$ cat src/logic/isle_pkg.sv
package isle_pkg;

    localparam int unsigned WORD_W = 14;
    localparam int unsigned DATA_W = 8;
    localparam int unsigned IDX_W  = 7;
    localparam int unsigned PC_W   = 13;
    localparam int unsigned REG_N  = 128;

    // instruction word fields
    localparam int unsigned OPC6_LSB = 8;
    localparam int unsigned OPC4_LSB = 10;
    localparam int unsigned DEST_BIT = 7;
    localparam int unsigned IDX_LSB  = 0;
    localparam int unsigned LIT_LSB  = 0;

    // opcodes, upper six or four bits of the word
    localparam logic [5:0] OPC_INCR_SKIP = 6'h0f;
    localparam logic [5:0] OPC_OR_LIT    = 6'h38;
    localparam logic [5:0] OPC_OR_REG    = 6'h04;
    localparam logic [3:0] OPC_LOAD_LIT  = 4'hc;

    // destination bit values
    localparam logic DEST_ACC = 1'b0;
    localparam logic DEST_REG = 1'b1;

    // values after reset, plus pc step, increment and zero constants
    localparam logic [DATA_W-1:0] ACC_RST  = 8'h00;
    localparam logic              ZERO_RST = 1'b0;
    localparam logic [PC_W-1:0]   PC_RST   = 13'h0000;
    localparam logic [PC_W-1:0]   PC_STEP  = 13'h0001;
    localparam logic [DATA_W-1:0] INCR_ONE = 8'h01;
    localparam logic [DATA_W-1:0] DATA_ZERO = 8'h00;

    typedef enum logic [2:0] {
        OP_IDLE       = 3'h0,
        OP_INCR_SKIP  = 3'h1,
        OP_OR_LIT     = 3'h2,
        OP_LOAD_LIT   = 3'h3,
        OP_OR_REG     = 3'h4
    } isle_op_t;

    // gray codes along execute -> discard -> execute
    typedef enum logic [1:0] {
        ST_EXEC    = 2'b00,
        ST_DISCARD = 2'b01
    } isle_state_t;

endpackage

$ cat src/logic/isle_dec_if.sv
`timescale 1ns/1ps
interface isle_dec_if;
    import isle_pkg::*;

    logic [WORD_W-1:0] word;
    isle_op_t          op;
    logic              dest;
    logic [IDX_W-1:0]  idx;
    logic [DATA_W-1:0] literal;

    modport dec
    (
        input  word,
        output op,
        output dest,
        output idx,
        output literal
    );
    modport exe
    (
        output word,
        input  op,
        input  dest,
        input  idx,
        input  literal
    );
endinterface

$ cat src/logic/isle_decoder.sv
`timescale 1ns/1ps
module isle_decoder
    import isle_pkg::*;
(
    isle_dec_if.dec d
);
    wire [5:0] opc6 = d.word[OPC6_LSB +: 6];
    wire [3:0] opc4 = d.word[OPC4_LSB +: 4];

    wire hit_incr = (opc6 == OPC_INCR_SKIP);
    wire hit_orl  = (opc6 == OPC_OR_LIT);
    wire hit_orr  = (opc6 == OPC_OR_REG);
    wire hit_load = (opc4 == OPC_LOAD_LIT);

    // anything else is executed as an idle cycle
    assign d.op = hit_incr ? OP_INCR_SKIP :
                  hit_orl  ? OP_OR_LIT    :
                  hit_orr  ? OP_OR_REG    :
                  hit_load ? OP_LOAD_LIT  : OP_IDLE;

    assign d.dest    = d.word[DEST_BIT];
    assign d.idx     = d.word[IDX_LSB +: IDX_W];
    assign d.literal = d.word[LIT_LSB +: DATA_W];
endmodule

$ cat src/logic/isle_core.sv
`timescale 1ns/1ps
////////////////////////////////////////////////////////////////////////////////
// Functional notes
// - increment-skip adds one to the register, leaves all flags alone
// - destination bit 0 writes accumulator, 1 writes back to register
// - increment-skip result zero: discard fetched word, run idle cycle
// - increment-skip result nonzero: continue at next address, one cycle
// - or-immediate ORs literal into accumulator, updates zero flag
// - load-immediate copies literal to accumulator, flags untouched
// - load-immediate don't-care bits come as zero, decoder ignores them
// - or-with-register ORs accumulator and register, routes, updates zero
module isle_core
    import isle_pkg::*;
(
    input  wire logic              ref_clk,
    input  wire logic              rst,
    input  wire logic              instr_valid,
    input  wire logic [WORD_W-1:0] instr_word,
    input  wire logic              load_en,
    input  wire logic [IDX_W-1:0]  load_addr,
    input  wire logic [DATA_W-1:0] load_data,
    output logic [DATA_W-1:0]      acc,
    output logic                   zero_flag,
    output logic [PC_W-1:0]        pc,
    output logic                   skip_active,
    output logic                   discarded,
    output logic                   unsupported,
    output logic                   reg_wr_en,
    output logic [IDX_W-1:0]       reg_wr_addr,
    output logic [DATA_W-1:0]      reg_wr_data
);
    ////////////////////////////////////////////////////////////////////////////
    isle_dec_if dif ();
    isle_decoder u_dec
    (
        .d (dif.dec)
    );
    assign dif.word = instr_word;

    logic [DATA_W-1:0] regs [REG_N];
    isle_state_t       state;

    ////////////////////////////////////////////////////////////////////////////
    wire               run       = instr_valid && (state == ST_EXEC);
    wire               drop      = instr_valid && (state == ST_DISCARD);
    wire [DATA_W-1:0]  rd_data   = regs[dif.idx];
    wire               is_incr   = run && (dif.op == OP_INCR_SKIP);
    wire               is_orl    = run && (dif.op == OP_OR_LIT);
    wire               is_load   = run && (dif.op == OP_LOAD_LIT);
    wire               is_orr    = run && (dif.op == OP_OR_REG);
    wire               reg_op    = is_incr || is_orr;

    wire [DATA_W-1:0]  incr_res  = DATA_W'(rd_data + INCR_ONE);
    wire [DATA_W-1:0]  orr_res   = acc | rd_data;
    wire [DATA_W-1:0]  orl_res   = acc | dif.literal;
    wire [DATA_W-1:0]  result    = is_incr ? incr_res :
                                   is_orr  ? orr_res  :
                                   is_orl  ? orl_res  : dif.literal;

    wire               to_reg    = reg_op && (dif.dest == DEST_REG);
    wire               to_acc    = (reg_op && (dif.dest == DEST_ACC))
                                   || is_orl || is_load;
    // zero test on the 8-bit result
    wire               res_zero  = (result == DATA_ZERO);
    // only the OR forms touch the flag
    wire               upd_zero  = is_orl || is_orr;
    wire               take_skip = is_incr && res_zero;

    wire [DATA_W-1:0]  next_acc   = to_acc ? result : acc;
    wire               next_zero  = upd_zero ? res_zero : zero_flag;
    wire [PC_W-1:0]    next_pc    = instr_valid ? PC_W'(pc + PC_STEP) : pc;
    isle_state_t       next_state;

    always_comb
    begin
        case (state)
            ST_EXEC:
                next_state = take_skip ? ST_DISCARD : ST_EXEC;
            ST_DISCARD:
                next_state = instr_valid ? ST_EXEC : ST_DISCARD;
            default:
                next_state = ST_EXEC;
        endcase
    end

    ////////////////////////////////////////////////////////////////////////////
    // flag untouched unless upd_zero
    always_ff @(posedge ref_clk)
    begin
        if (rst)
        begin
            acc       <= ACC_RST;
            zero_flag <= ZERO_RST;
            pc        <= PC_RST;
            state     <= ST_EXEC;
        end
        else
        begin
            acc       <= next_acc;
            zero_flag <= next_zero;
            pc        <= next_pc;
            state     <= next_state;
        end
    end

    // nonzero result keeps the pipe in execute
    always_ff @(posedge ref_clk)
    begin
        if (rst)
        begin
            skip_active <= 1'b0;
            discarded   <= 1'b0;
            unsupported <= 1'b0;
        end
        else
        begin
            skip_active <= (next_state == ST_DISCARD);
            discarded   <= drop;
            unsupported <= run && (dif.op == OP_IDLE);
        end
    end

    always_ff @(posedge ref_clk)
    begin
        if (rst)
        begin
            reg_wr_en   <= 1'b0;
            reg_wr_addr <= {IDX_W{1'b0}};
            reg_wr_data <= DATA_ZERO;
        end
        else
        begin
            reg_wr_en   <= to_reg;
            reg_wr_addr <= dif.idx;
            reg_wr_data <= result;
        end
    end

    // no reset on the array; preload has priority over execution writes
    always_ff @(posedge ref_clk)
    begin
        if (load_en)
            regs[load_addr] <= load_data;
        else if (to_reg)
            regs[dif.idx] <= result;
    end
endmodule

$ cat config.mk
export PLATFORM = sky130hd
export DESIGN_NAME = isle_core
export DESIGN_NICKNAME = d
export VERILOG_FILES = /design/src/logic/isle_pkg.sv /design/src/logic/isle_dec_if.sv /design/src/logic/isle_decoder.sv /design/src/logic/isle_core.sv
export SDC_FILE = /design/constraint.sdc
export NUM_CORES = 1
export LEC_CHECK = 0
export ABC_CLOCK_PERIOD_IN_PS = 28200
export BUFFER_PORTS_ARGS = -buffer_cell sky130_fd_sc_hd__buf_2
export CAP_MARGIN = 20
export CORE_AREA = 5 5 297 299
export DETAILED_ROUTE_END_ITERATION = 10
export DIE_AREA = 0 0 302 304
export PLACE_DENSITY = 0.65
export SKIP_CTS_REPAIR_TIMING = 1
export SLEW_MARGIN = 40
export SYNTH_ARGS = -nofsm -noshare
export SYNTH_HDL_FRONTEND = slang
export SYNTH_HIERARCHICAL = 1
export SYNTH_SLANG_ARGS = --single-unit
$ cat constraint.sdc
create_clock -name ref_clk -period 28.2 [get_ports ref_clk]
set_input_delay 0 -clock ref_clk [delete_from_list [all_inputs] [get_ports ref_clk]]
set_output_delay 0 -clock ref_clk [all_outputs]
set_load 0.1 [all_outputs]
==> results of run 1 <==
==> registers in the layout, summed over array words and instances, names as in the netlist <==
signal       cells
acc              8
pc              13
regs          1024
reg_wr_en        1
discarded        1
unsupported      1
zero_flag        1
skip_active      1
reg_wr_data      8
reg_wr_addr      7
==> Yosys cell counts (12+ instances only) <==
cell type / count
edfxtp_1: 1024
mux4_2: 277
nor2_1: 202
nand2_1: 76
mux2i_1: 73
clkbuf_1: 53
dfxtp_1: 41
buf_2: 30
o21ai_0: 26
nand3_1: 23
buf_4: 22
a21oi_1: 20
nor2b_1: 20
nor3_1: 14
buf_1: 13
a22oi_1: 12
mux2_2: 12
==> report_power, final <==
part | internal, mW | switching, mW | leakage (nW) | total [mW]
combinational | 0.0672 | 0.133 | 3.77 | 0.200
sequential | 1.74 | 0.00280 | 9.52 | 1.75
clock | 0.822 | 0.588 | 1.67 | 1.41
==> critical path: cells and delay by family <==
kind / cells / cell delay [ns]
mux: 1 / 0.19
fa+ha+maj: 1 / 0.18
simple gates: 4 / 1.10
compound gates: 6 / 1.82
buf+inv: 6 / 2.73
==> routing by layer <==
metal	part of all wire	vias up	routed length (um)	track usage
li1	-	8842	-	-
met1	0.41	11300	42400	0.332
met2	0.47	1130	48400	0.342
met3	0.095	175	9870	0.0477
met4	0.028	6	2940	0.0633
met5	0.0016	-	162	0.0106
==> how the worst max path moves through the flow <==
| stage | to | from | slack (ns) | cells past startpoint |
|---|---|---|---|---|
| 3_5_place_dp | regs[108][6] | instr_word[0] | 21.70 | 17 |
| 6_report | regs[125][6] | instr_word[2] | 22.17 | 18 |
| 4_1_cts | regs[88][6] | instr_word[0] | 22.38 | 17 |
| 2_1_floorplan | regs[0][7] | instr_word[0] | 19.01 | 11 |
| 5_1_grt | regs[125][6] | instr_word[2] | 21.96 | 18 |
| 3_3_place_gp | regs[94][1] | instr_word[0] | 21.14 | 14 |
==> layout make-up <==
type	count	share of cell area
clock inverter	68	0.0161
antenna	3	0.000157
inverter	8	0.000628
sequential	1065	0.660
multi-input combinational	903	0.217
timing repair buffer	126	0.0198
tap	1144	0.0299
clock buffer	125	0.0565
==> through the flow <==
step           utilization  instances  setup slack [ns]  instance area (um^2)
6_report             0.564       3442             22.17                 47800
5_1_grt              0.564       3439             21.96                 47800
4_1_cts              0.561       3424             22.38                 47600
3_5_place_dp         0.520       3231             21.70                 44100
3_3_place_gp         0.515       3224             21.14                 43700
2_1_floorplan            -       2102             19.01                 42200
==> cells in the final DEF (no fill, tap or decap), drive strengths merged, types with 20 or more instances in the layout <==
cell	instances
edfxtp	1024
mux4	277
nor2	202
clkbuf	129
buf	110
nand2	76
mux2i	73
dfxtp	41
clkinv	37
o21ai	27
nand3	23
nor2b	20
a21oi	20
==> cells by family (layout without fill, tap and decap cells) <==
logic type / after synthesis / after routing / share of synthesized area
other: 0 / 3 / 0
DFF: 1065 / 1065 / 0.748
adders and majority gates: 2 / 2 / 0.000593
buffers and inverters: 134 / 327 / 0.0162
muxes: 362 / 362 / 0.168
and+or+nand+nor: 390 / 390 / 0.0411
AOI/OAI and AO/OA: 137 / 137 / 0.0228
xor gates and xnor gates: 12 / 12 / 0.00249
==> summary.txt, run 1 <==
Setup path
  • R2R setup slack: 23.47 ns
  • Kind of critical path: in2reg
  • Worst-path cell chain: dlygate4sd3_1 > buf_8 > buf_6 > buf_6 > mux2i_1 > nand3b_1 > a41o_1 > o211ai_1 > or4_1 > nor3_1 > ha_1 > inv_1 > a41o_1 > nor2_1 > o21ai_0 > a211oi_1 > o21ai_4 > clkbuf_8
  • Critical path's slowest cell: a211oi_1
  • CP Data Required Time: 28.43 ns
  • R2R Path Start: regs[103][1]
  • Crit-path max FO: 120
  • Worst R2R End: regs[125][6]
  • CP peak stage delay: ~0.7 ns
  • CP Data Arrival Time: 6.26 ns
  • Reg2Reg Depth: 11
  • Critical Path Start Type: input port
  • Worst Setup End Kind: register

Detailed routing
  • Via count: 21.4k
  • Detailed-route DRC error count: 0
  • DR WL/cell: 30.2 um
  • Avg Vias per Cell: 6.22
  • DRT iter0 DRCs: approximately 2.8k
  • Drt first pass iters: 6
  • Routed Antenna Nets: 0
  • Post-Route WL: 104 mm

Power and ir drop
  • Maximum vdd drop: 49.2 uV
  • Power Dens Cells: 70.2 nW/um^2
  • PnR Total Power: 3.36 mW
  • LEAKAGE: between 10 and 15 nW

Finish
  • Fillers: 6258
  • Area Overhead vs Synth: 13.4%
  • Share of layout cells above drive strength 1: 0.312
  • Multi-input logic area: 10400 um^2
  • Reg area: 31600 um^2
  • Nets@finish: 2242

Logic synthesis
  • Yosys warnings: 6
  • Predominant post-synthesis flop cell: edfxtp_1
  • Post-Syn Area: 42200 um^2
  • Post-synth EDFFs: 1024
  • Syn Area/Cell: 20.1 um^2
  • Top cells by area, synth: edfxtp_1 73%, mux4_2 15%, dfxtp_1 1.9%
  • Sequential fraction of the synthesis area: 0.748
  • Cell taking the most area after synthesis: edfxtp_1
  • Seq cells post-synth: 1065
  • Ys async rst share: 0
  • Mapped Nets: 2137
  • Post-synth top area share: 0.729
  • Synth cell types: 73
  • Cells after Synth: 2102

Timing
  • Setup TNS: 0 ns
  • Worst rel slew slack: 0.361
  • Final critical path time including I/O delays and setup: 6.03 ns
  • Fin. Hold Viols: 0
  • Setup Skew: 0.0349 ns
  • RSZ-0062 raised after global routing: false
  • Worst Max-Slew Pin Slew: between 0.9 and 1 ns
  • Hold Worst Slack: 0.00488 ns
  • Max Clock Freq: between 150 and 200 MHz
  • Final Setup Violations: 0
  • Max Slew Vio Count: 0
  • Tcrit/Tclk final: 0.214

Placed design
  • Final HPWL DP: 62.6 mm
  • GP Congestion: just under 0.9
  • Number of I/O port buffers: between 70 and 80

Status
  • Status: finished, final reports clean

Clocking
  • CTS clk-pin slew, worst paths: 0.06 ns
  • Clock buffer count from CTS: 103
  • Clk buf depth: 3
  • CTS Sinks: about 1.1k
  • Clock Latency Late Sink: 0.67 ns
  • Root buf cell: clkbuf_16
  • Htree depth: 3
  • CTS tree: done

Min path
  • HP Class: in2reg
  • Hold Path End: regs[117][5]
  • Worst Hold Depth: 4
  • Min-Delay Startpoint: load_data[5]

Die
  • Total I/O pin count: 74
  • Die height: ~300 um
  • Die Width: 302 um
  • Die area: 91800 um^2
  • Core area: 84900 um^2
  • Initial Utilization: 0.497
  • FP Rows: 107

Run
  • Max-cap viol count: 0

Global route
  • Final global-route overflow total: 0
  • Number of global-route vias before repair: between 20k and 25k
  • Largest net degree at the start of global routing: 129
  • First-pass GRT wire length: 150 mm
  • Global-route usage over all layers: 0.224
  • Initial antenna violation count: 6
Note: power is estimated with default switching activity, not from simulation.
==> run 2: changes to the inputs <==
--- a/config.mk
+++ b/config.mk
@@ -5,7 +5,7 @@
 export SDC_FILE = /design/constraint.sdc
 export NUM_CORES = 1
 export LEC_CHECK = 0
-export ABC_CLOCK_PERIOD_IN_PS = 28200
+export ABC_CLOCK_PERIOD_IN_PS = 5700
 export BUFFER_PORTS_ARGS = -buffer_cell sky130_fd_sc_hd__buf_2
 export CAP_MARGIN = 20
 export CORE_AREA = 5 5 297 299
==> constraint.sdc (replaced) <==
create_clock -name ref_clk -period 5.7 [get_ports ref_clk]
set_input_delay 0 -clock ref_clk [delete_from_list [all_inputs] [get_ports ref_clk]]
set_output_delay 0 -clock ref_clk [all_outputs]
set_load 0.1 [all_outputs]
==> run 2 against run 1 <==
Effect of this change:
- final cell count rose by 2.5%
- design area rose by 1.2%
- wire length rose by 2.0%
- sequential power rose to 4.9 times the previous value
- worst setup slack got worse by 22 ns
- count of clock-buffer cells in the layout rose by 1
- first-iteration DRC count fell by 7.8%
- clock power rose to 4.8 times the previous value
- global-route usage rose by 0.59 points
- combinational power rose to 5.2 times the previous value
- critical endpoint is now regs[57][7]
- largest power group unchanged
==> summary.txt, run 2 (synthesis results as in run 1) <==
Placed design
  • Final HPWL DP: 66.9 mm (was 62.6 mm)
  • GP Congestion: 0.889 (was 0.865)
  • Placed inst area: 44800 um^2 (was 44100 um^2)
  • Place WS: 0.675 ns (was 21.70 ns)
  • Number of I/O port buffers: 73 (unchanged)

Die
  • Total I/O pin count: 74 (unchanged)
  • Initial Utilization: 0.497 (unchanged)
  • Die area: 91800 um^2 (unchanged)
  • FP Rows: 107 (unchanged)
  • Die height: 304 um (unchanged)
  • Die Width: 302 um (unchanged)
  • Core area: 84900 um^2 (unchanged)

Power and ir drop
  • Sw frac: 0.215 (was 0.216)
  • NetSw: 3.54 mW (was 724 uW)
  • P_int: 12.9 mW (was 2.63 mW)
  • Share of total power in sequential cells: 0.525 (was 0.520)
  • Clock power share: 0.413 (was 0.420)
  • PnR Total Power: 16.5 mW (was 3.36 mW)
  • Combinational power share: 0.063 (was 0.060)
  • Maximum vdd drop: 275 uV (was 49.2 uV)
  • Power Dens Cells: 340 nW/um^2 (was 70.2 nW/um^2)
  • LEAKAGE: 15.5 nW (was 15.0 nW)

Setup path
  • R2R setup slack: 1.17 ns (was 23.47 ns)
  • Worst setup path startpoint: instr_word[0] (was instr_word[2])
  • CP peak stage delay: 0.59 ns (was 0.69 ns)
  • Worst Setup End Kind: register (unchanged)
  • CP Data Required Time: 6.05 ns (was 28.43 ns)
  • CP Data Arrival Time: 5.41 ns (was 6.26 ns)
  • Crit-path max FO: 128 (was 120)
  • Worst-path cell chain: dlygate4sd3_1 > buf_8 > buf_16 > buf_16 > buf_4 > mux4_2 > mux4_2 > mux4_2 > mux2i_1 > nor2_1 > and3_1 > a211oi_1 > nor3b_2 > o21ai_4 > buf_12 (was dlygate4sd3_1 > buf_8 > buf_6 > buf_6 > mux2i_1 > nand3b_1 > a41o_1 > o211ai_1 > or4_1 > nor3_1 > ha_1 > inv_1 > a41o_1 > nor2_1 > o21ai_0 > a211oi_1 > o21ai_4 > clkbuf_8)
  • Reg2Reg Depth: 11 (unchanged)
  • Most used cell, CP: mux4_2
  • Worst R2R End: regs[64][1] (was regs[125][6])
  • Critical Path Start Type: input port (unchanged)
  • R2R Path Start: regs[85][0] (was regs[103][1])
  • Kind of critical path: in2reg (unchanged)
  • Critical path's slowest cell: mux4_2 (was a211oi_1)

Timing
  • Setup TNS: 0 ns (unchanged)
  • Max Clock Freq: 198 MHz
  • Final Setup Violations: 0 (unchanged)
  • Fin. Hold Viols: 0 (unchanged)
  • Max Slew Vio Count: 0 (unchanged)
  • Final critical path time including I/O delays and setup: 5.06 ns
  • Setup Skew: 0.0310 ns (was 0.0349 ns)
  • Worst Max-Slew Pin Slew: 0.879 ns (was 0.956 ns)
  • RSZ-0062 raised after global routing: false (unchanged)
  • Worst rel slew slack: 0.414 (was 0.361)
  • Tcrit/Tclk final: 0.888
  • Worst setup margin: 0.640 ns (was 22.17 ns)

Finish
  • Largest registers: regs: 1024 flops, pc: 13 flops (unchanged)
  • Commonest non-fill, non-tap cell in the layout: edfxtp_1 (unchanged)
  • Final core utilization: 0.570 (was 0.564)
  • Max reg flops: 1024 (unchanged)
  • Nets@finish: 2327 (was 2242)
  • Largest Register: regs (unchanged)
  • Area Overhead vs Synth: 14.7% (was 13.4%)
  • Most frequent cells in the layout: 1024 x edfxtp_1, 277 x mux4_2, 138 x nor2_1, 105 x clkbuf_16, 100 x buf_4 (was 1024 x edfxtp_1, 277 x mux4_2, 129 x nor2_2, 104 x clkbuf_16, 76 x nand2_1)
  • Fin area: 48400 um^2 (was 47800 um^2)
  • Share of layout cells above drive strength 1: 0.304 (was 0.312)

Min path
  • Min-Delay Startpoint: load_data[3] (was load_data[5])
  • Hold Path End: regs[43][3] (was regs[117][5])
  • HP Class: in2reg (unchanged)
  • Worst Hold Depth: 3 (was 4)

Global route
  • First-pass GRT wire length: 154 mm (was 150 mm)
  • Number of global-route vias before repair: 21.7k (was 21.2k)
  • Initial antenna violation count: 1 (was 6)
  • Global-route usage over all layers: 0.230 (was 0.224)
  • Largest net degree at the start of global routing: 129 (unchanged)
  • Final global-route overflow total: 0 (unchanged)

Detailed routing
  • DR WL/cell: 30.0 um (was 30.2 um)
  • Detailed-route DRC error count: 0 (unchanged)
  • Drt first pass iters: 5 (was 6)
  • Avg Vias per Cell: 6.18 (was 6.22)
  • Routed Antenna Nets: 0 (unchanged)
  • DRT iter0 DRCs: 2617 (was 2838)
  • Post-Route WL: 106 mm (was 104 mm)
  • Via count: 21.8k (was 21.4k)

Clocking
  • Htree depth: 3 (unchanged)
  • Clock Latency Late Sink: 0.66 ns (was 0.67 ns)
  • CTS clk-pin slew, worst paths: 0.06 ns (about the same)
  • CTS tree: done (unchanged)
  • Clock buffer count from CTS: 103 (unchanged)
  • CTS Sinks: 1065 (unchanged)
  • Clk buf depth: 3 (unchanged)
  • Root buf cell: clkbuf_16 (unchanged)

Status
  • Status: finished, final reports clean (unchanged)

Run
  • Max-cap viol count: 0 (unchanged)
-- run 2: worst max-delay path by stage --
stage                   to  slack, ns
2_1_floorplan   regs[0][7]       0.28
3_3_place_gp   regs[66][1]       0.68
3_5_place_dp   regs[24][7]       0.67
4_1_cts        regs[64][1]       1.25
5_1_grt        regs[57][7]       0.35
6_report       regs[57][7]       0.64
-- run 2: metrics by stage --
stage	instances	hold WS (ns)
after floorplan	2102	0.181
after global placement	3314	0.318
after detailed placement	3317	0.321
after CTS	3512	-0.383
after global routing	3526	0.00521
final	3527	0.00305
-- run 2: power groups by stage --
stage	Combinational, mW	Clock [mW]	Sequential [mW]
2_1_floorplan	0.568	0	8.89
3_3_place_gp	0.988	0	8.80
3_5_place_dp	1.01	0	8.80
4_1_cts	1.02	6.89	8.64
5_1_grt	1.08	7.23	8.64
6_report	1.03	6.79	8.64
-- run 2: per-layer routing --
metal / wire length, um / GRT usage
met1: 42700 / 0.331
met2: 50800 / 0.362
met3: 9240 / 0.0461
met4: 3170 / 0.0696
met5: 0 / 0
-- run 2: area by class of cell --
cell class | count | area [um^2]
Fill cell | 6211 | 36500
Sequential cell | 1065 | 31600
Multi-Input combinational cell | 903 | 10200
Clock buffer | 126 | 2710
Timing Repair Buffer | 211 | 1790
Tap cell | 1144 | 1430
Clock inverter | 69 | 659
Inverter | 8 | 30.0
Antenna cell | 1 | 2.50
-- run 2: worst max-delay path: cells and delay by family --
family / cells / cell delay (ns)
AOI/OAI and AO/OA: 2 / 0.45
and+or+nand+nor: 3 / 0.52
muxes: 4 / 2.09
buffers and inverters: 6 / 2.01
